**src/tcs_pkg.sv**
```systemverilog
// Package with register map, field layout, reset values and divider constants of the timer unit.
package tcs_pkg;

	// ==========================================================
	// Register byte offsets
	localparam logic [7:0] CTRL0_OFS = 8'h00;
	localparam logic [7:0] CTRL1_OFS = 8'h04;
	localparam logic [7:0] CTRL2_OFS = 8'h08;
	localparam logic [7:0] MODE0_OFS = 8'h0C;
	localparam logic [7:0] MODE1_OFS = 8'h10;
	localparam logic [7:0] MODE2_OFS = 8'h14;
	localparam logic [7:0] RUN_OFS = 8'h18;
	localparam logic [7:0] SYNC_OFS = 8'h1C;
	localparam logic [7:0] CNT0_OFS = 8'h20;
	localparam logic [7:0] CNT1_OFS = 8'h24;
	localparam logic [7:0] CNT2_OFS = 8'h28;
	localparam logic [7:0] GR_BASE_OFS = 8'h30;
	localparam logic [7:0] IOC_BASE_OFS = 8'h50;
	localparam logic [7:0] PIN_STAT_OFS = 8'h60;

	// ==========================================================
	// Sizes and field positions
	localparam int NUM_CH = 3;
	localparam int NUM_GR = 8;
	localparam int NUM_IOC = 4;
	localparam int CNT_W = 16;
	localparam int CLR_HI = 7;
	localparam int CLR_LO = 5;
	localparam int EDGE_HI = 4;
	localparam int EDGE_LO = 3;
	localparam int SEL_HI = 2;
	localparam int SEL_LO = 0;
	localparam int MODE_PHASE_BIT = 0;
	localparam int IOC_OE_LO = 0;
	localparam int IOC_OE_HI = 4;

	// ==========================================================
	// Reset values and reserved-bit mask
	localparam logic [7:0] CTRL_RST = 8'h00;
	localparam logic [7:0] MODE_RST = 8'h00;
	localparam logic [7:0] IOC_RST = 8'h00;
	localparam logic [2:0] RUN_RST = 3'h0;
	localparam logic [2:0] SYNC_RST = 3'h0;
	localparam logic [15:0] CNT_RST = 16'h0000;
	localparam logic [15:0] GR_RST = 16'hFFFF;
	localparam logic [7:0] RESERVED_BIT7_MASK = 8'h7F;

	// ==========================================================
	// Prescaler taps: divide by 4, 16, 64, 256 and 1024
	localparam int NUM_DIV = 5;
	localparam int DIV_W = 10;
	localparam logic [9:0] DIV_MASK [5] = '{10'h003, 10'h00F, 10'h03F, 10'h0FF, 10'h3FF};
	localparam int DIV4 = 0;
	localparam int DIV16 = 1;
	localparam int DIV64 = 2;
	localparam int DIV256 = 3;
	localparam int DIV1024 = 4;

	// ==========================================================
	// Clear-source codes
	localparam logic [2:0] CLR_A = 3'h1;
	localparam logic [2:0] CLR_B = 3'h2;
	localparam logic [2:0] CLR_SYNC = 3'h3;
	localparam logic [2:0] CLR_C = 3'h5;
	localparam logic [2:0] CLR_D = 3'h6;
	localparam logic [2:0] CLR_SYNC2 = 3'h7;

endpackage

```
**src/tcs_prescaler.sv**
```systemverilog
// Free-running divider that gives rise and fall pulses of the divided system clocks.
`timescale 1ns/1ns
module tcs_prescaler
(
	input wire logic pclk,
	input wire logic presetn,
	output logic [4:0] div_rise,
	output logic [4:0] div_fall
);

	typedef struct packed
	{
		logic [9:0] cnt;
	} tcs_pre_state_t;

	tcs_pre_state_t r;
	tcs_pre_state_t n;

	always_comb
	begin
		n = r;
		n.cnt = r.cnt + 10'h001;
	end

	always_ff @(posedge pclk or negedge presetn)
	begin
		if (!presetn)
			r <= '0;
		else
			r <= n;
	end

	// ==========================================================
	// Taps
	// The divided clock falls when its low bits wrap and rises at the half way point.
	for (genvar i = 0; i < tcs_pkg::NUM_DIV; i++)
	begin : g_tap
		assign div_rise[i] = (r.cnt & tcs_pkg::DIV_MASK[i]) == (tcs_pkg::DIV_MASK[i] >> 1);
		assign div_fall[i] = (r.cnt & tcs_pkg::DIV_MASK[i]) == tcs_pkg::DIV_MASK[i];
	end

endmodule

```
**src/tcs_ext_sync.sv**
```systemverilog
// Two-stage synchroniser and edge detector for the four external clock inputs.
`timescale 1ns/1ns
module tcs_ext_sync
(
	input wire logic pclk,
	input wire logic presetn,
	input wire logic [3:0] ext_in,
	output logic [3:0] ext_level,
	output logic [3:0] ext_rise,
	output logic [3:0] ext_fall
);

	typedef struct packed
	{
		logic [3:0] meta;
		logic [3:0] sync;
		logic [3:0] last;
	} tcs_sync_state_t;

	tcs_sync_state_t r;
	tcs_sync_state_t n;

	always_comb
	begin
		n = r;
		n.meta = ext_in;
		n.sync = r.meta;
		n.last = r.sync;
	end

	always_ff @(posedge pclk or negedge presetn)
	begin
		if (!presetn)
			r <= '0;
		else
			r <= n;
	end

	// Only the second and third stages feed the edge logic.
	assign ext_level = r.sync;
	assign ext_rise = r.sync & ~r.last;
	assign ext_fall = ~r.sync & r.last;

endmodule

```
**src/tcs_timer.sv**
```systemverilog
// Three-channel timer with per-channel clock, edge and clear-source control over APB.
//
// Design decisions made here: the APB interface to the registers and the placing of the registers.
`timescale 1ns/1ns

// How it works
// Three independent channels, each with control register.
// Software changes control only while halted; the control write is accepted while a channel runs too.
// Bits 7:5 choose the counter clear event.
// Bits 4:3: rising, falling, or both edges.
// Both edges count twice per input period.
// Phase counting mode ignores the edge field.
// Undivided clock counts every cycle, edge ignored.
// Bits 2:0 pick clock, per channel independently.
// External inputs A/B clock all, phase ch1.
// External inputs C/D clock, phase ch2.
// Channel 0 has four bidirectional pins A-D.
// Channels 1 and 2 have pins A, B.
// Channel 0 four general, two I/O regs.
// Shared run-control and sync-control registers.
// Clear codes: none, A, B, C, D, sync.
// Codes 0-3 divide 1/4/16/64, 4-7 external.
// Ch1 110 is /256; ch2 110 C, 111 /1024.
// Channels 1, 2 bit 7 reads zero.
// External clocks synchronised and edge detected first.
module tcs_timer
(
	input wire logic pclk,
	input wire logic presetn,
	input wire logic psel,
	input wire logic penable,
	input wire logic pwrite,
	input wire logic [7:0] paddr,
	input wire logic [31:0] pwdata,
	output logic [31:0] prdata,
	output logic pready,
	output logic pslverr,
	input wire logic ext_clock_in_a,
	input wire logic ext_clock_in_b,
	input wire logic ext_clock_in_c,
	input wire logic ext_clock_in_d,
	input wire logic ch0_pin_a_in,
	output logic ch0_pin_a_out,
	output logic ch0_pin_a_oe,
	input wire logic ch0_pin_b_in,
	output logic ch0_pin_b_out,
	output logic ch0_pin_b_oe,
	input wire logic ch0_pin_c_in,
	output logic ch0_pin_c_out,
	output logic ch0_pin_c_oe,
	input wire logic ch0_pin_d_in,
	output logic ch0_pin_d_out,
	output logic ch0_pin_d_oe,
	input wire logic ch1_pin_a_in,
	output logic ch1_pin_a_out,
	output logic ch1_pin_a_oe,
	input wire logic ch1_pin_b_in,
	output logic ch1_pin_b_out,
	output logic ch1_pin_b_oe,
	input wire logic ch2_pin_a_in,
	output logic ch2_pin_a_out,
	output logic ch2_pin_a_oe,
	input wire logic ch2_pin_b_in,
	output logic ch2_pin_b_out,
	output logic ch2_pin_b_oe
);

	typedef struct packed
	{
		logic [2:0][7:0] counter_control;
		logic [2:0][7:0] channel_mode_reg;
		logic [2:0] counter_run_control;
		logic [2:0] channel_sync_control;
		logic [2:0][15:0] channel_counter;
		logic [7:0][15:0] general_reg;
		logic [3:0][7:0] pin_function_control;
		logic [7:0] pin_level;
		logic [31:0] rdata;
		logic ready;
		logic slverr;
	} tcs_state_t;

	tcs_state_t r;
	tcs_state_t n;
	logic [4:0] div_rise;
	logic [4:0] div_fall;
	logic [3:0] ext_level;
	logic [3:0] ext_rise;
	logic [3:0] ext_fall;
	logic [7:0] pin_in;

	// ==========================================================
	// Clock sources
	tcs_prescaler u_prescaler
	(
		.pclk(pclk),
		.presetn(presetn),
		.div_rise(div_rise),
		.div_fall(div_fall)
	);

	tcs_ext_sync u_ext_sync
	(
		.pclk(pclk),
		.presetn(presetn),
		.ext_in({ext_clock_in_d, ext_clock_in_c, ext_clock_in_b, ext_clock_in_a}),
		.ext_level(ext_level),
		.ext_rise(ext_rise),
		.ext_fall(ext_fall)
	);

	assign pin_in = {ch2_pin_b_in, ch2_pin_a_in, ch1_pin_b_in, ch1_pin_a_in,
		ch0_pin_d_in, ch0_pin_c_in, ch0_pin_b_in, ch0_pin_a_in};

	// ==========================================================
	// Helpers
	function automatic logic pick_edge(input logic rise, input logic fall, input logic [1:0] edg);
		pick_edge = edg[1] ? (rise | fall) : (edg[0] ? fall : rise);
	endfunction

	// Count-enable pulse for one channel from its clock-select and edge fields.
	function automatic logic count_tick(input logic [2:0] sel, input logic [1:0] edg,
		input int ch, input logic [4:0] pr, input logic [4:0] pf,
		input logic [3:0] er, input logic [3:0] ef);
		case (sel)
			3'h0: count_tick = 1'b1;
			3'h1: count_tick = pick_edge(pr[tcs_pkg::DIV4], pf[tcs_pkg::DIV4], edg);
			3'h2: count_tick = pick_edge(pr[tcs_pkg::DIV16], pf[tcs_pkg::DIV16], edg);
			3'h3: count_tick = pick_edge(pr[tcs_pkg::DIV64], pf[tcs_pkg::DIV64], edg);
			3'h4: count_tick = pick_edge(er[0], ef[0], edg);
			3'h5: count_tick = pick_edge(er[1], ef[1], edg);
			3'h6: count_tick = (ch == 1) ? pick_edge(pr[tcs_pkg::DIV256], pf[tcs_pkg::DIV256], edg)
				: pick_edge(er[2], ef[2], edg);
			3'h7: count_tick = (ch == 0) ? pick_edge(er[3], ef[3], edg)
				: ((ch == 2) ? pick_edge(pr[tcs_pkg::DIV1024], pf[tcs_pkg::DIV1024], edg) : 1'b0);
			default: count_tick = 1'b0;
		endcase
	endfunction

	// Index of a channel's first general register; channel 0 owns four, the others two.
	function automatic int gr_base(input int ch);
		gr_base = (ch == 0) ? 0 : ((ch == 1) ? 4 : 6);
	endfunction

	// ==========================================================
	// Next-state logic
	always_comb
	begin
		logic [2:0] tick;
		logic [2:0] dn;
		logic [2:0] clr_own;
		logic [2:0] clr_sync_sel;
		logic [2:0] clr_out;
		logic [7:0] match;
		logic [2:0] clr;
		logic [1:0] edg;
		logic [1:0] ea;
		logic [1:0] eb;
		logic phase;
		logic up;
		logic down;
		logic [4:0] word;
		int g;
		tick = '0;
		dn = '0;
		clr_own = '0;
		clr_sync_sel = '0;
		clr_out = '0;
		match = '0;
		clr = '0;
		edg = '0;
		ea = '0;
		eb = '0;
		phase = 1'b0;
		up = 1'b0;
		down = 1'b0;
		word = paddr[6:2];
		g = 0;
		n = r;

		for (int k = 0; k < tcs_pkg::NUM_CH; k++)
		begin
			clr = r.counter_control[k][tcs_pkg::CLR_HI:tcs_pkg::CLR_LO];
			edg = r.counter_control[k][tcs_pkg::EDGE_HI:tcs_pkg::EDGE_LO];
			phase = (k != 0) && r.channel_mode_reg[k][tcs_pkg::MODE_PHASE_BIT];
			tick[k] = count_tick(r.counter_control[k][tcs_pkg::SEL_HI:tcs_pkg::SEL_LO], edg, k,
				div_rise, div_fall, ext_rise, ext_fall);
			if (phase)
			begin
				// Quadrature decode: channel 1 uses inputs A/B, channel 2 uses C/D.
				ea = (k == 1) ? {ext_rise[0], ext_fall[0]} : {ext_rise[2], ext_fall[2]};
				eb = (k == 1) ? {ext_rise[1], ext_fall[1]} : {ext_rise[3], ext_fall[3]};
				up = (ea[1] & ~ext_level[2 * k - 1]) | (ea[0] & ext_level[2 * k - 1])
					| (eb[1] & ext_level[2 * k - 2]) | (eb[0] & ~ext_level[2 * k - 2]);
				down = (ea[1] & ext_level[2 * k - 1]) | (ea[0] & ~ext_level[2 * k - 1])
					| (eb[1] & ~ext_level[2 * k - 2]) | (eb[0] & ext_level[2 * k - 2]);
				tick[k] = up ^ down;
				dn[k] = down & ~up;
			end
			tick[k] = tick[k] & r.counter_run_control[k];
			g = gr_base(k);
			for (int j = 0; j < 4; j++)
			begin
				if ((k == 0) || (j < 2))
					match[g + j] = tick[k] && (r.channel_counter[k] == r.general_reg[g + j]);
			end
			case (clr)
				tcs_pkg::CLR_A: clr_own[k] = match[g];
				tcs_pkg::CLR_B: clr_own[k] = match[g + 1];
				tcs_pkg::CLR_C: clr_own[k] = (k == 0) && match[2];
				tcs_pkg::CLR_D: clr_own[k] = (k == 0) && match[3];
				tcs_pkg::CLR_SYNC, tcs_pkg::CLR_SYNC2: clr_sync_sel[k] = 1'b1;
				default: clr_own[k] = 1'b0;
			endcase
		end

		// A synchronised channel set to follow clears when another synchronised channel clears.
		clr_out = clr_own & r.channel_sync_control;
		for (int k = 0; k < tcs_pkg::NUM_CH; k++)
		begin
			if (clr_own[k] || (clr_sync_sel[k] && r.channel_sync_control[k]
				&& ((clr_out & ~(3'h1 << k)) != 3'h0)))
				n.channel_counter[k] = tcs_pkg::CNT_RST;
			else if (tick[k])
				n.channel_counter[k] = dn[k] ? r.channel_counter[k] - 16'h0001
					: r.channel_counter[k] + 16'h0001;
		end

		// Compare match toggles the pin level of that general register.
		n.pin_level = r.pin_level ^ match;

		// ==========================================================
		// APB slave: setup cycle prepares the answer, access phase completes with pready.
		n.ready = 1'b0;
		n.slverr = 1'b0;
		if (psel && !penable)
		begin
			n.ready = 1'b1;
			n.rdata = 32'h0000_0000;
			if (paddr[1:0] != 2'h0)
				n.slverr = 1'b1;
			else if (paddr <= tcs_pkg::CTRL2_OFS)
				n.rdata[7:0] = r.counter_control[word[1:0]];
			else if (paddr >= tcs_pkg::MODE0_OFS && paddr <= tcs_pkg::MODE2_OFS)
				n.rdata[7:0] = r.channel_mode_reg[3'(word - 5'h03)];
			else if (paddr == tcs_pkg::RUN_OFS)
				n.rdata[2:0] = r.counter_run_control;
			else if (paddr == tcs_pkg::SYNC_OFS)
				n.rdata[2:0] = r.channel_sync_control;
			else if (paddr >= tcs_pkg::CNT0_OFS && paddr <= tcs_pkg::CNT2_OFS)
				n.rdata[15:0] = r.channel_counter[2'(word - 5'h08)];
			else if (paddr >= tcs_pkg::GR_BASE_OFS && paddr < tcs_pkg::IOC_BASE_OFS)
				n.rdata[15:0] = r.general_reg[3'(word - 5'h0C)];
			else if (paddr >= tcs_pkg::IOC_BASE_OFS && paddr < tcs_pkg::PIN_STAT_OFS)
				n.rdata[7:0] = r.pin_function_control[2'(word - 5'h14)];
			else if (paddr == tcs_pkg::PIN_STAT_OFS)
				n.rdata[7:0] = pin_in;
			else
				n.slverr = 1'b1;
		end

		// Writes land only on the completing edge of the access phase.
		if (psel && penable && r.ready && pwrite && !r.slverr)
		begin
			if (paddr <= tcs_pkg::CTRL2_OFS)
				n.counter_control[word[1:0]] = (word == 5'h00) ? pwdata[7:0]
					: (pwdata[7:0] & tcs_pkg::RESERVED_BIT7_MASK);
			else if (paddr >= tcs_pkg::MODE0_OFS && paddr <= tcs_pkg::MODE2_OFS)
				n.channel_mode_reg[3'(word - 5'h03)] = pwdata[7:0];
			else if (paddr == tcs_pkg::RUN_OFS)
				n.counter_run_control = pwdata[2:0];
			else if (paddr == tcs_pkg::SYNC_OFS)
				n.channel_sync_control = pwdata[2:0];
			else if (paddr >= tcs_pkg::CNT0_OFS && paddr <= tcs_pkg::CNT2_OFS)
				n.channel_counter[2'(word - 5'h08)] = pwdata[15:0];
			else if (paddr >= tcs_pkg::GR_BASE_OFS && paddr < tcs_pkg::IOC_BASE_OFS)
				n.general_reg[3'(word - 5'h0C)] = pwdata[15:0];
			else if (paddr >= tcs_pkg::IOC_BASE_OFS && paddr < tcs_pkg::PIN_STAT_OFS)
				n.pin_function_control[2'(word - 5'h14)] = pwdata[7:0];
		end
	end

	always_ff @(posedge pclk or negedge presetn)
	begin
		if (!presetn)
		begin
			r.counter_control <= {3{tcs_pkg::CTRL_RST}};
			r.channel_mode_reg <= {3{tcs_pkg::MODE_RST}};
			r.counter_run_control <= tcs_pkg::RUN_RST;
			r.channel_sync_control <= tcs_pkg::SYNC_RST;
			r.channel_counter <= {3{tcs_pkg::CNT_RST}};
			r.general_reg <= {8{tcs_pkg::GR_RST}};
			r.pin_function_control <= {4{tcs_pkg::IOC_RST}};
			r.pin_level <= 8'h00;
			r.rdata <= 32'h0000_0000;
			r.ready <= 1'b0;
			r.slverr <= 1'b0;
		end
		else
			r <= n;
	end

	// ==========================================================
	// Outputs, all straight from the state register
	assign prdata = r.rdata;
	assign pready = r.ready;
	assign pslverr = r.slverr;
	assign ch0_pin_a_out = r.pin_level[0];
	assign ch0_pin_b_out = r.pin_level[1];
	assign ch0_pin_c_out = r.pin_level[2];
	assign ch0_pin_d_out = r.pin_level[3];
	assign ch1_pin_a_out = r.pin_level[4];
	assign ch1_pin_b_out = r.pin_level[5];
	assign ch2_pin_a_out = r.pin_level[6];
	assign ch2_pin_b_out = r.pin_level[7];
	assign ch0_pin_a_oe = r.pin_function_control[0][tcs_pkg::IOC_OE_LO];
	assign ch0_pin_b_oe = r.pin_function_control[0][tcs_pkg::IOC_OE_HI];
	assign ch0_pin_c_oe = r.pin_function_control[1][tcs_pkg::IOC_OE_LO];
	assign ch0_pin_d_oe = r.pin_function_control[1][tcs_pkg::IOC_OE_HI];
	assign ch1_pin_a_oe = r.pin_function_control[2][tcs_pkg::IOC_OE_LO];
	assign ch1_pin_b_oe = r.pin_function_control[2][tcs_pkg::IOC_OE_HI];
	assign ch2_pin_a_oe = r.pin_function_control[3][tcs_pkg::IOC_OE_LO];
	assign ch2_pin_b_oe = r.pin_function_control[3][tcs_pkg::IOC_OE_HI];

endmodule

```
**config.mk**
```make
export PLATFORM = sky130hd
export DESIGN_NAME = tcs_timer
export DESIGN_NICKNAME = d
export VERILOG_FILES = /design/src/tcs_pkg.sv /design/src/tcs_prescaler.sv /design/src/tcs_ext_sync.sv /design/src/tcs_timer.sv
export SDC_FILE = /design/constraint.sdc
export NUM_CORES = 1
export LEC_CHECK = 0
export ABC_AREA = 1
export BUFFER_PORTS_ARGS = -buffer_cell sky130_fd_sc_hd__buf_4
export CORE_MARGIN = 4
export CORE_UTILIZATION = 56
export CTS_CLUSTER_DIAMETER = 150
export DETAILED_ROUTE_END_ITERATION = 10
export PLACE_DENSITY = 0.75
export SETUP_SLACK_MARGIN = 0.2
export SLEW_MARGIN = 20
export SYNTH_ARGS = -nofsm -noshare
export SYNTH_HDL_FRONTEND = slang
export SYNTH_SLANG_ARGS = --single-unit
```
**constraint.sdc**
```tcl
create_clock -name pclk -period 3.42 [get_ports pclk]
set_clock_uncertainty 0.2 [all_clocks]
set_input_delay 0.513 -clock pclk [delete_from_list [all_inputs] [get_ports pclk]]
set_output_delay 0.513 -clock pclk [all_outputs]
set_load 0.03 [all_outputs]
```
# Word level (Yosys, flattened, before mapping)
# Index checks and enable logic that the tools add are counted.
[classes]
n_div = 0
n_eq_ne = 56
reduce_logical = 50
muxes = 121
n_shift = 0
magnitude_cmp = 19
n_bitwise = 62
n_addsub = 10
n_mul = 0
[ops]
columns = ["cell", "n"]
rows = [
  ["208-bit 2-to-1 mux", 5],
  ["16-bit 2-to-1 mux", 14],
  ["160-bit 2-to-1 mux", 1],
  ["128-bit bitwise mux", 1],
  ["16-bit == test", 8],
  ["128-bit 2-to-1 mux", 1],
  ["8-bit 2-to-1 mux", 15],
  ["32-bit 2-to-1 mux", 2],
  ["1-bit 2-to-1 mux", 56],
  ["3-bit == test, second input constant", 17],
  ["16-bit by 1-bit adder with 16-bit output, second input constant", 3],
  ["16-bit binary-select mux with 3-bit select", 1],
  ["8-bit binary-select mux with 2-bit select", 3],
  ["24-bit bitwise mux", 2],
  ["48-bit bitwise mux", 1],
  ["16-bit demux with 3-bit select", 1],
  ["8-bit demux with 2-bit select", 3],
  ["48-bit 2-to-1 mux", 1],
  ["3-bit by 2-bit == test with 1-bit output, second input constant", 12],
  ["16-bit binary-select mux with 2-bit select", 1],
  ["32-bit bitwise mux", 1],
  ["16-bit demux with 2-bit select", 1],
  ["16-bit by 1-bit subtractor with 16-bit output, second input constant", 2],
  ["1-bit logical AND", 28],
  ["other kinds (55)", 138],
]
[totals]
mem_bits_ro = 0
n_memories = 0
input_bits = 57
mem_bits_rw = 0
latch_bits = 0
regBits = 310
output_inout_bits = 50

# Depth between registers and ports, before layout
# Gate-level depths: netlist of run 1.
[logic_depth]
depth_word = 23
depth_mapped = 23
ltp_nobuf = 23

# By module
# A second synthesis of run 1 with hierarchy kept.
[hier_totals]
hier_cells = 2519
area_unflattened_um2 = 19018.2
[by_module_without_submodules]
columns = ["module", "instances", "area_each_um2", "cells_each"]
rows = [
  ["tcs_timer", 1, 18088.6, 2426],
  ["tcs_prescaler", 1, 539.3, 61],
  ["tcs_ext_sync", 1, 390.4, 32],
]

# Least setup slack after synthesis of run 1
# OpenSTA, ideal clock, no wires.
[synth_path]
kind = "register -> register"
startpoint = "reg u_ext_sync.r (netlist bit u_ext_sync.ext_level[1])"
endpoint = "reg r[233] in the netlist's numbering"
path_slack_ps = 50
t_arrival_ps = 3087
setup_time_ps = 83
synth_period_minus_slack_ps = 3370
path_stages_with_launch = 21
required_time_ps = 3137
path_cell_list = "dfrtp_1 > inv_1 > ha_1 > inv_1 > o21ai_0 > a211oi_1 > ha_1 > nand2_1 > inv_1 > ha_1 > a21oi_1 > nand2_1 > a21boi_0 > o21ai_0 > nand3_1 > nand2_1 > xnor2_1 > nand2_1 > o21ai_0 > nand3_1 > o21ai_0"
[synth_lines]
columns = ["item", "line_no", "source"]
rows = [
  ["start: declaration", "tcs_ext_sync.sv:20", "tcs_sync_state_t r;"],
  ["start signal: assignment", "tcs_ext_sync.sv:36", "r <= n;"],
  ["end signal: assignment", "tcs_timer.sv:300", "r <= n;"],
  ["end: declaration", "tcs_timer.sv:83", "tcs_state_t r;"],
]

==> impl_metrics.tcl, run 1 <==
set metrics [dict create \
    fmax_mhz 298 \
    synth_cell_type_count 64 \
    synthTopCellsByCount "nand2_1, o21ai_0, inv_1" \
    cp_common_cell "nand2_1" \
    die_w_um 192 \
    syn_area_sq_um 19100 \
    die_y_um 192 \
    final_antenna_net_count 0 \
    synth_edf_count 0 \
    grt_pass1_vias 17700 \
    ys_top_cells_by_area "dfrtp_1, dfstp_2, nand2_1" \
    finalCriticalPeriod_ns 3.36 \
    synth.most_common_cell "nand2_1" \
    dr.pass1.iters 6 \
    dp_hpwl_um 47600 \
    grt_pass1_wl_um 99400 \
    tns_ns 0 \
    clk_pin_slew_ns 0.06 \
    ioPinCount 107 \
    drt_iter0_drc 1938 \
    design_area_sq_um 22600 \
    h-tree-depth 2 \
    gp_congestion 1.05 \
    setup_viol 0 \
    grt.total_usage_pct 34.6 \
    yosysTopAreaCellShare_pct 23.9 \
    critPathSlowestCell "dfrtp_1" \
    synth_cells 2481 \
    vias 18500 \
    vias_per_cell 5.99 \
    cts_buffers 35 \
    yosysSeqAreaShare_pct 41.5 \
    dpl_cell_area_sq_um 20500 \
    fin_crit_sh_pct 98.3 \
    power_density_nw_per_um2 396 \
    cts-root-buf "clkbuf_16" \
    grt_overflow 0 \
    path_class "reg2reg" \
    fin_hold_ws_ns 0.00598 \
    hold_class "in2reg" \
    cts.sinks 310 \
    crit_path_max_incr_delay_ns 0.38 \
    insertedDiodeCount 0 \
    drt-total-wl_um 65500 \
    synth-seq-cells 310 \
    ys.flop_type "dfrtp_1" \
    cp_top_family "buffers and inverters" \
    synth-warning-count 0 \
    required_ns 3.63 \
    clock_latency_ns 0.55 \
    worstPathMaxFanout 8 \
    ys_async_sr_fraction_pct 100 \
    max_cap_violations 0 \
    drv_slew 0 \
    cp.arrival_ns 3.57 \
    wl_per_cell_um 21.2 \
    hold_viol_final 0 \
    slew-limit-headroom_pct 41.8 \
    drive_above_1_share_pct 22.5 \
    grt_start_max_net_pins 78 \
    core_region_area_sq_um 33500 \
    p_leak_nw 9.99 \
    die_area_sq_um 37000 \
    status "complete, no violations" \
    synth_area_leader_cell "dfrtp_1" \
    initial_core_util_pct 56.8 \
    syn_avg_cell_area_sq_um 7.68 \
    antenna_found_initial 0 \
    port_buffers 74 \
    syn_to_final_growth_pct 18.6 \
    ir_worst_vdd_uv 365 \
    placementRows 67 \
    worst_setup_path_start_kind "flop" \
    path_buf_inv 8 \
    cts_tree "done" \
    tightest_slew_ns 0.872 \
    rsz0062_at_grt "true" \
    worstSetupEndpointType "flop" \
    clockBufferDepth 3 \
    nets 2721 \
    drc 0 \
]
final timing paths:
| kind | startpoint | slack (ns) | cells after the start | endpoint |
|---|---|---|---|---|
| worst min-delay path | psel | 0.006 | 3 | pready |
| worst max-delay path | u_ext_sync.r[2] | 0.06 | 25 | r[249] |
| max in group asynchronous | presetn | 1.77 | 3 | r[166] |
| worst min register to register | u_ext_sync.n[5] | 0.15 | 0 | u_ext_sync.ext_level[1] |
| worst max register to register | u_ext_sync.r[2] | 0.06 | 25 | r[249] |
| min in group asynchronous | presetn | 0.35 | 2 | u_ext_sync.ext_level[2] |
repair_timing:
| item | 4_1_cts | 5_1_grt |
|---|---|---|
| pin swaps | 36 | 56 |
| setup endpoints to repair | 19 | 27 |
| cloned | 0 | 0 |
| buffers inserted | 18 | 14 |
| resized for setup | 77 | 77 |
| hold buffers | 6 | 0 |
| hold endpoints to repair | 47 | 0 |
where the power goes:
| part | switching [W] | leakage, nW | total [W] | internal, W |
|---|---|---|---|---|
| clock | 0.00157 | 0.589 | 0.00394 | 0.00237 |
| sequential | 0.000122 | 3.74 | 0.00391 | 0.00379 |
| combinational | 0.000736 | 5.66 | 0.00111 | 0.000370 |
| total | 0.00243 | 9.99 | 0.00896 | 0.00653 |
routing by layer:
layer / global-route usage (%) / wire [um]
met4: 13.4 / 2850
met3: 6.86 / 6460
met5: 0 / 0
met2: 54.9 / 29700
met1: 47.2 / 26400
worst register-to-register path, cell delays in order, from the launching register on:
cell and delay [ns]:
dfrtp_1 0.38, inv_1 0.06, ha_2 0.18, inv_2 0.07, nand2_2 0.06, o21ai_2 0.05, o211ai_1 0.11, ha_2 0.21
nand2_4 0.09, clkinvlp_4 0.10, buf_12 0.15, buf_12 0.15, ha_4 0.27, inv_2 0.05, nor3_2 0.15, nand2_1 0.08
o211ai_1 0.14, buf_4 0.17, buf_6 0.10, nand3_2 0.06, nand2_1 0.08, nand2_2 0.06, nand3_1 0.08, nand2_1 0.05
nand4_1 0.08, nand2_1 0.06
final cells by class:
class	instances	area, sq um
Fill cell	2773	10900
Multi-Input combinational cell	1830	10300
Sequential cell	310	7920
Timing Repair Buffer	218	1790
Clock buffer	52	1050
Inverter	219	833
Tap cell	448	561
Clock inverter	12	155
per-stage QoR:
stage | utilization (%) | setup slack, ns | instances | power (W)
6_report | 67.4 | 0.0595 | 3089 | 0.00896
5_1_grt | 67.4 | -0.150 | 3089 | 0.00923
4_1_cts | 66.2 | 0.128 | 3075 | 0.00893
3_5_place_dp | 61.1 | -0.235 | 2987 | 0.00500
3_3_place_gp | 61.1 | -0.129 | 2987 | 0.00498
2_1_floorplan | - | 0.147 | 2496 | 0.00452
cells by family (layout without fill, tap and decap cells):
family,Yosys count,count (layout),share of synthesized area (%)
other cells,1,16,0.0197
simple gates,1103,1103,24.9
compound gates,527,527,15.9
fa+ha+maj,50,50,3.36
flops,310,310,41.5
xor+xnor,132,132,6.07
buf+inv,356,501,8.02
mux,2,2,0.105
sequential cells by signal, indices dropped and copies added (netlist names):
register              count
ch1_pin_b_oe              1
u_prescaler.r            10
ch1_pin_b_out             1
ch0_pin_c_out             1
ch2_pin_a_oe              1
ch0_pin_b_out             1
ch0_pin_a_out             1
ch2_pin_b_out             1
r                       254
ch1_pin_a_oe              1
u_ext_sync.r              4
u_ext_sync.n              4
prdata                   16
ch2_pin_b_oe              1
ch0_pin_d_out             1
u_ext_sync.ext_level      4
ch0_pin_b_oe              1
ch2_pin_a_out             1
pslverr                   1
ch0_pin_c_oe              1
ch1_pin_a_out             1
pready                    1
ch0_pin_a_oe              1
ch0_pin_d_oe              1
layout by cell type, fill, tap and decap left out, types with 6 or more instances in the layout:
cell	count
a21oi_1	44
a21oi_2	17
a221oi_1	7
a32o_1	9
buf_12	7
buf_4	192
buf_6	12
clkbuf_1	8
clkbuf_16	37
clkbuf_8	7
conb_1	16
dfrtp_1	182
dfstp_2	128
dlygate4sd3_1	6
ha_1	22
ha_2	8
ha_4	18
inv_1	192
inv_2	22
nand2_1	687
nand2_2	23
nand3_1	104
nand3_2	21
nand4_1	45
nor2_1	126
nor2_2	11
nor2_4	6
nor3_1	30
o2111ai_1	22
o211ai_1	20
o21ai_0	286
o21ai_1	37
o21ai_2	11
o22ai_1	26
o41ai_1	9
or2_2	23
xnor2_1	85
xor2_1	45
No activity file was read; power rests on OpenSTA's default activity.
==> run 2, diff against run 1 <==
--- a/config.mk
+++ b/config.mk
@@ -11,6 +11,7 @@
 export CORE_UTILIZATION = 56
 export CTS_CLUSTER_DIAMETER = 150
 export DETAILED_ROUTE_END_ITERATION = 10
+export HOLD_SLACK_MARGIN = 0.03
 export PLACE_DENSITY = 0.75
 export SETUP_SLACK_MARGIN = 0.2
 export SLEW_MARGIN = 20
==> impl_metrics.tcl, run 2 (synthesis gave the netlist of run 1 again) <==
set metrics [dict create \
    crit_path_cell_trace "ha_2 > nand2_1 > o21ai_2 > a211oi_2 > ha_2 > nand2_4 > inv_8 > buf_12 > ha_4 > buf_6 > a21oi_2 > o21a_1 > nand3_2 > buf_4 > buf_4 > buf_4 > nor2_2 > o21ai_1 > nand4_1 > nand2_1" \
    p_leak_nw 9.99 \
    gp_congestion 1.05 \
    drc 0 \
    grt_overflow 0 \
    grt.total_usage_pct 34.7 \
    core_region_area_sq_um 33500 \
    die_y_um 192 \
    dp_hpwl_um 47600 \
    hold_start "pwdata[15]" \
    slew-limit-headroom_pct 42.1 \
    path_class "reg2reg" \
    rrSetupSlack_ns 0.06 \
    tns_ns 0 \
    worst_setup_path_start_kind "flop" \
    hold-path-endpoint "r[249]" \
    rr_endpoint "r[230]" \
    clock_latency_ns 0.54 \
    tightest_slew_ns 0.868 \
    grt_start_max_net_pins 78 \
    finalCriticalPeriod_ns 3.36 \
    die_w_um 192 \
    dr.pass1.iters 6 \
    fin_util_pct 67.4 \
    worstPathMaxFanout 7 \
    setup_viol 0 \
    die_area_sq_um 37000 \
    initial_core_util_pct 56.8 \
    cp.arrival_ns 3.57 \
    nets 2722 \
    fillers 2772 \
    h-tree-depth 2 \
    max_cap_violations 0 \
    hold_class "in2reg" \
    hold_viol_final 0 \
    power_density_nw_per_um2 396 \
    dp.cells 2987 \
    cp_common_cell "buf_4" \
    largest_register_ffs 254 \
    worstHoldPathCells 3 \
    fin_crit_sh_pct 98.2 \
    grt_pass1_vias 17700 \
    vias 18500 \
    insertedDiodeCount 0 \
    fmax_mhz 298 \
    ir_worst_vdd_uv 365 \
    wl_per_cell_um 21.2 \
    port_buffers 74 \
    reg2reg_depth 20 \
    vias_per_cell 5.97 \
    clk_pin_slew_ns 0.06 \
    required_ns 3.63 \
    fin_hold_ws_ns 0.0742 \
    top_register "r" \
    worstSetupEndpointType "flop" \
    totalPowerFinal_w 0.00895 \
    drt-total-wl_um 65400 \
    antenna_found_initial 0 \
    final_cell_mix "nand2_1, o21ai_0, inv_1, buf_4, dfrtp_1" \
    status "complete, no violations" \
    clockBufferDepth 3 \
    grt_pass1_wl_um 99400 \
    ioPinCount 107 \
    drv_slew 0 \
    critPathSlowestCell "dfrtp_1" \
    placementRows 67 \
    syn_to_final_growth_pct 18.7 \
    r2r_start "u_ext_sync.ext_level[1]" \
    final_antenna_net_count 0 \
    cts_buffers 35 \
    drive_above_1_share_pct 22.5 \
    fin_cells 3090 \
    crit_path_max_incr_delay_ns 0.41 \
    cts_tree "done" \
    drt_iter0_drc 2154 \
    cts-root-buf "clkbuf_16" \
    final_common_cell "nand2_1" \
    cts.sinks 310 \
    rsz0062_at_grt "true" \
]
## run 2: changes by cell type in the layout (fill, tap and decap cells not counted), sizes merged
cell,previous run,this run
dlygate4sd3,6,7
## run 2: area by class of cell
class	count	area [sq um]	area share (%)
Clock buffer	52	1050	4.65
Clock inverter	12	155	0.686
Inverter	219	833	3.68
Multi-Input combinational cell	1830	10300	45.5
Sequential cell	310	7920	35.0
Tap cell	448	561	2.48
Timing Repair Buffer	219	1800	7.97
## run 2: worst max-delay path by stage
stage,start,endpoint,depth (start not counted)
finish,u_ext_sync.ext_level[1],r[230],20
global route,u_ext_sync.r[2],r[249],25
CTS,u_ext_sync.ext_level[2],r[248],22
detailed placement,u_ext_sync.ext_level[0],r[232],21
global placement,u_ext_sync.ext_level[0],r[232],22
floorplan,u_ext_sync.ext_level[2],r[248],22
## run 2: what timing repair did
item                                   CTS  global route
endpoints found under the hold margin   47             0
setup endpoints to repair               19            27
resized for setup                       77            77
cloned                                   0             0
pin swaps                               36            56
buffers inserted                        18            14
hold buffers                             7             0
## run 2: per-layer routing
layer	share of wire (%)	vias up	track usage, %
li1	-	8449	-
met1	40	8845	47.2
met2	45	964	54.9
met3	10	194	6.86
met4	4.2	0	13.4
met5	0	-	0
## run 2: per-stage QoR
step	cell area [sq um]	worst slack, ns
final	22600	0.0607
after global routing	22600	-0.150
after CTS	22200	0.128
after detailed placement	20500	-0.235
after global placement	20500	-0.129
after floorplan	19200	0.147
## run 2: critical path, delay by kind of cell (launching register included)
| family | cells | cell delay (ns) |
|---|---|---|
| flops | 1 | 0.41 |
| compound gates | 5 | 0.64 |
| simple gates | 6 | 0.54 |
| fa+ha+maj | 3 | 0.65 |
| buf+inv | 6 | 0.79 |
## run 2: report_power, final
part	switching (W)	total [W]	internal [W]
sequential	0.000122	0.00391	0.00379
combinational	0.000735	0.00111	0.000371
clock	0.00157	0.00394	0.00237
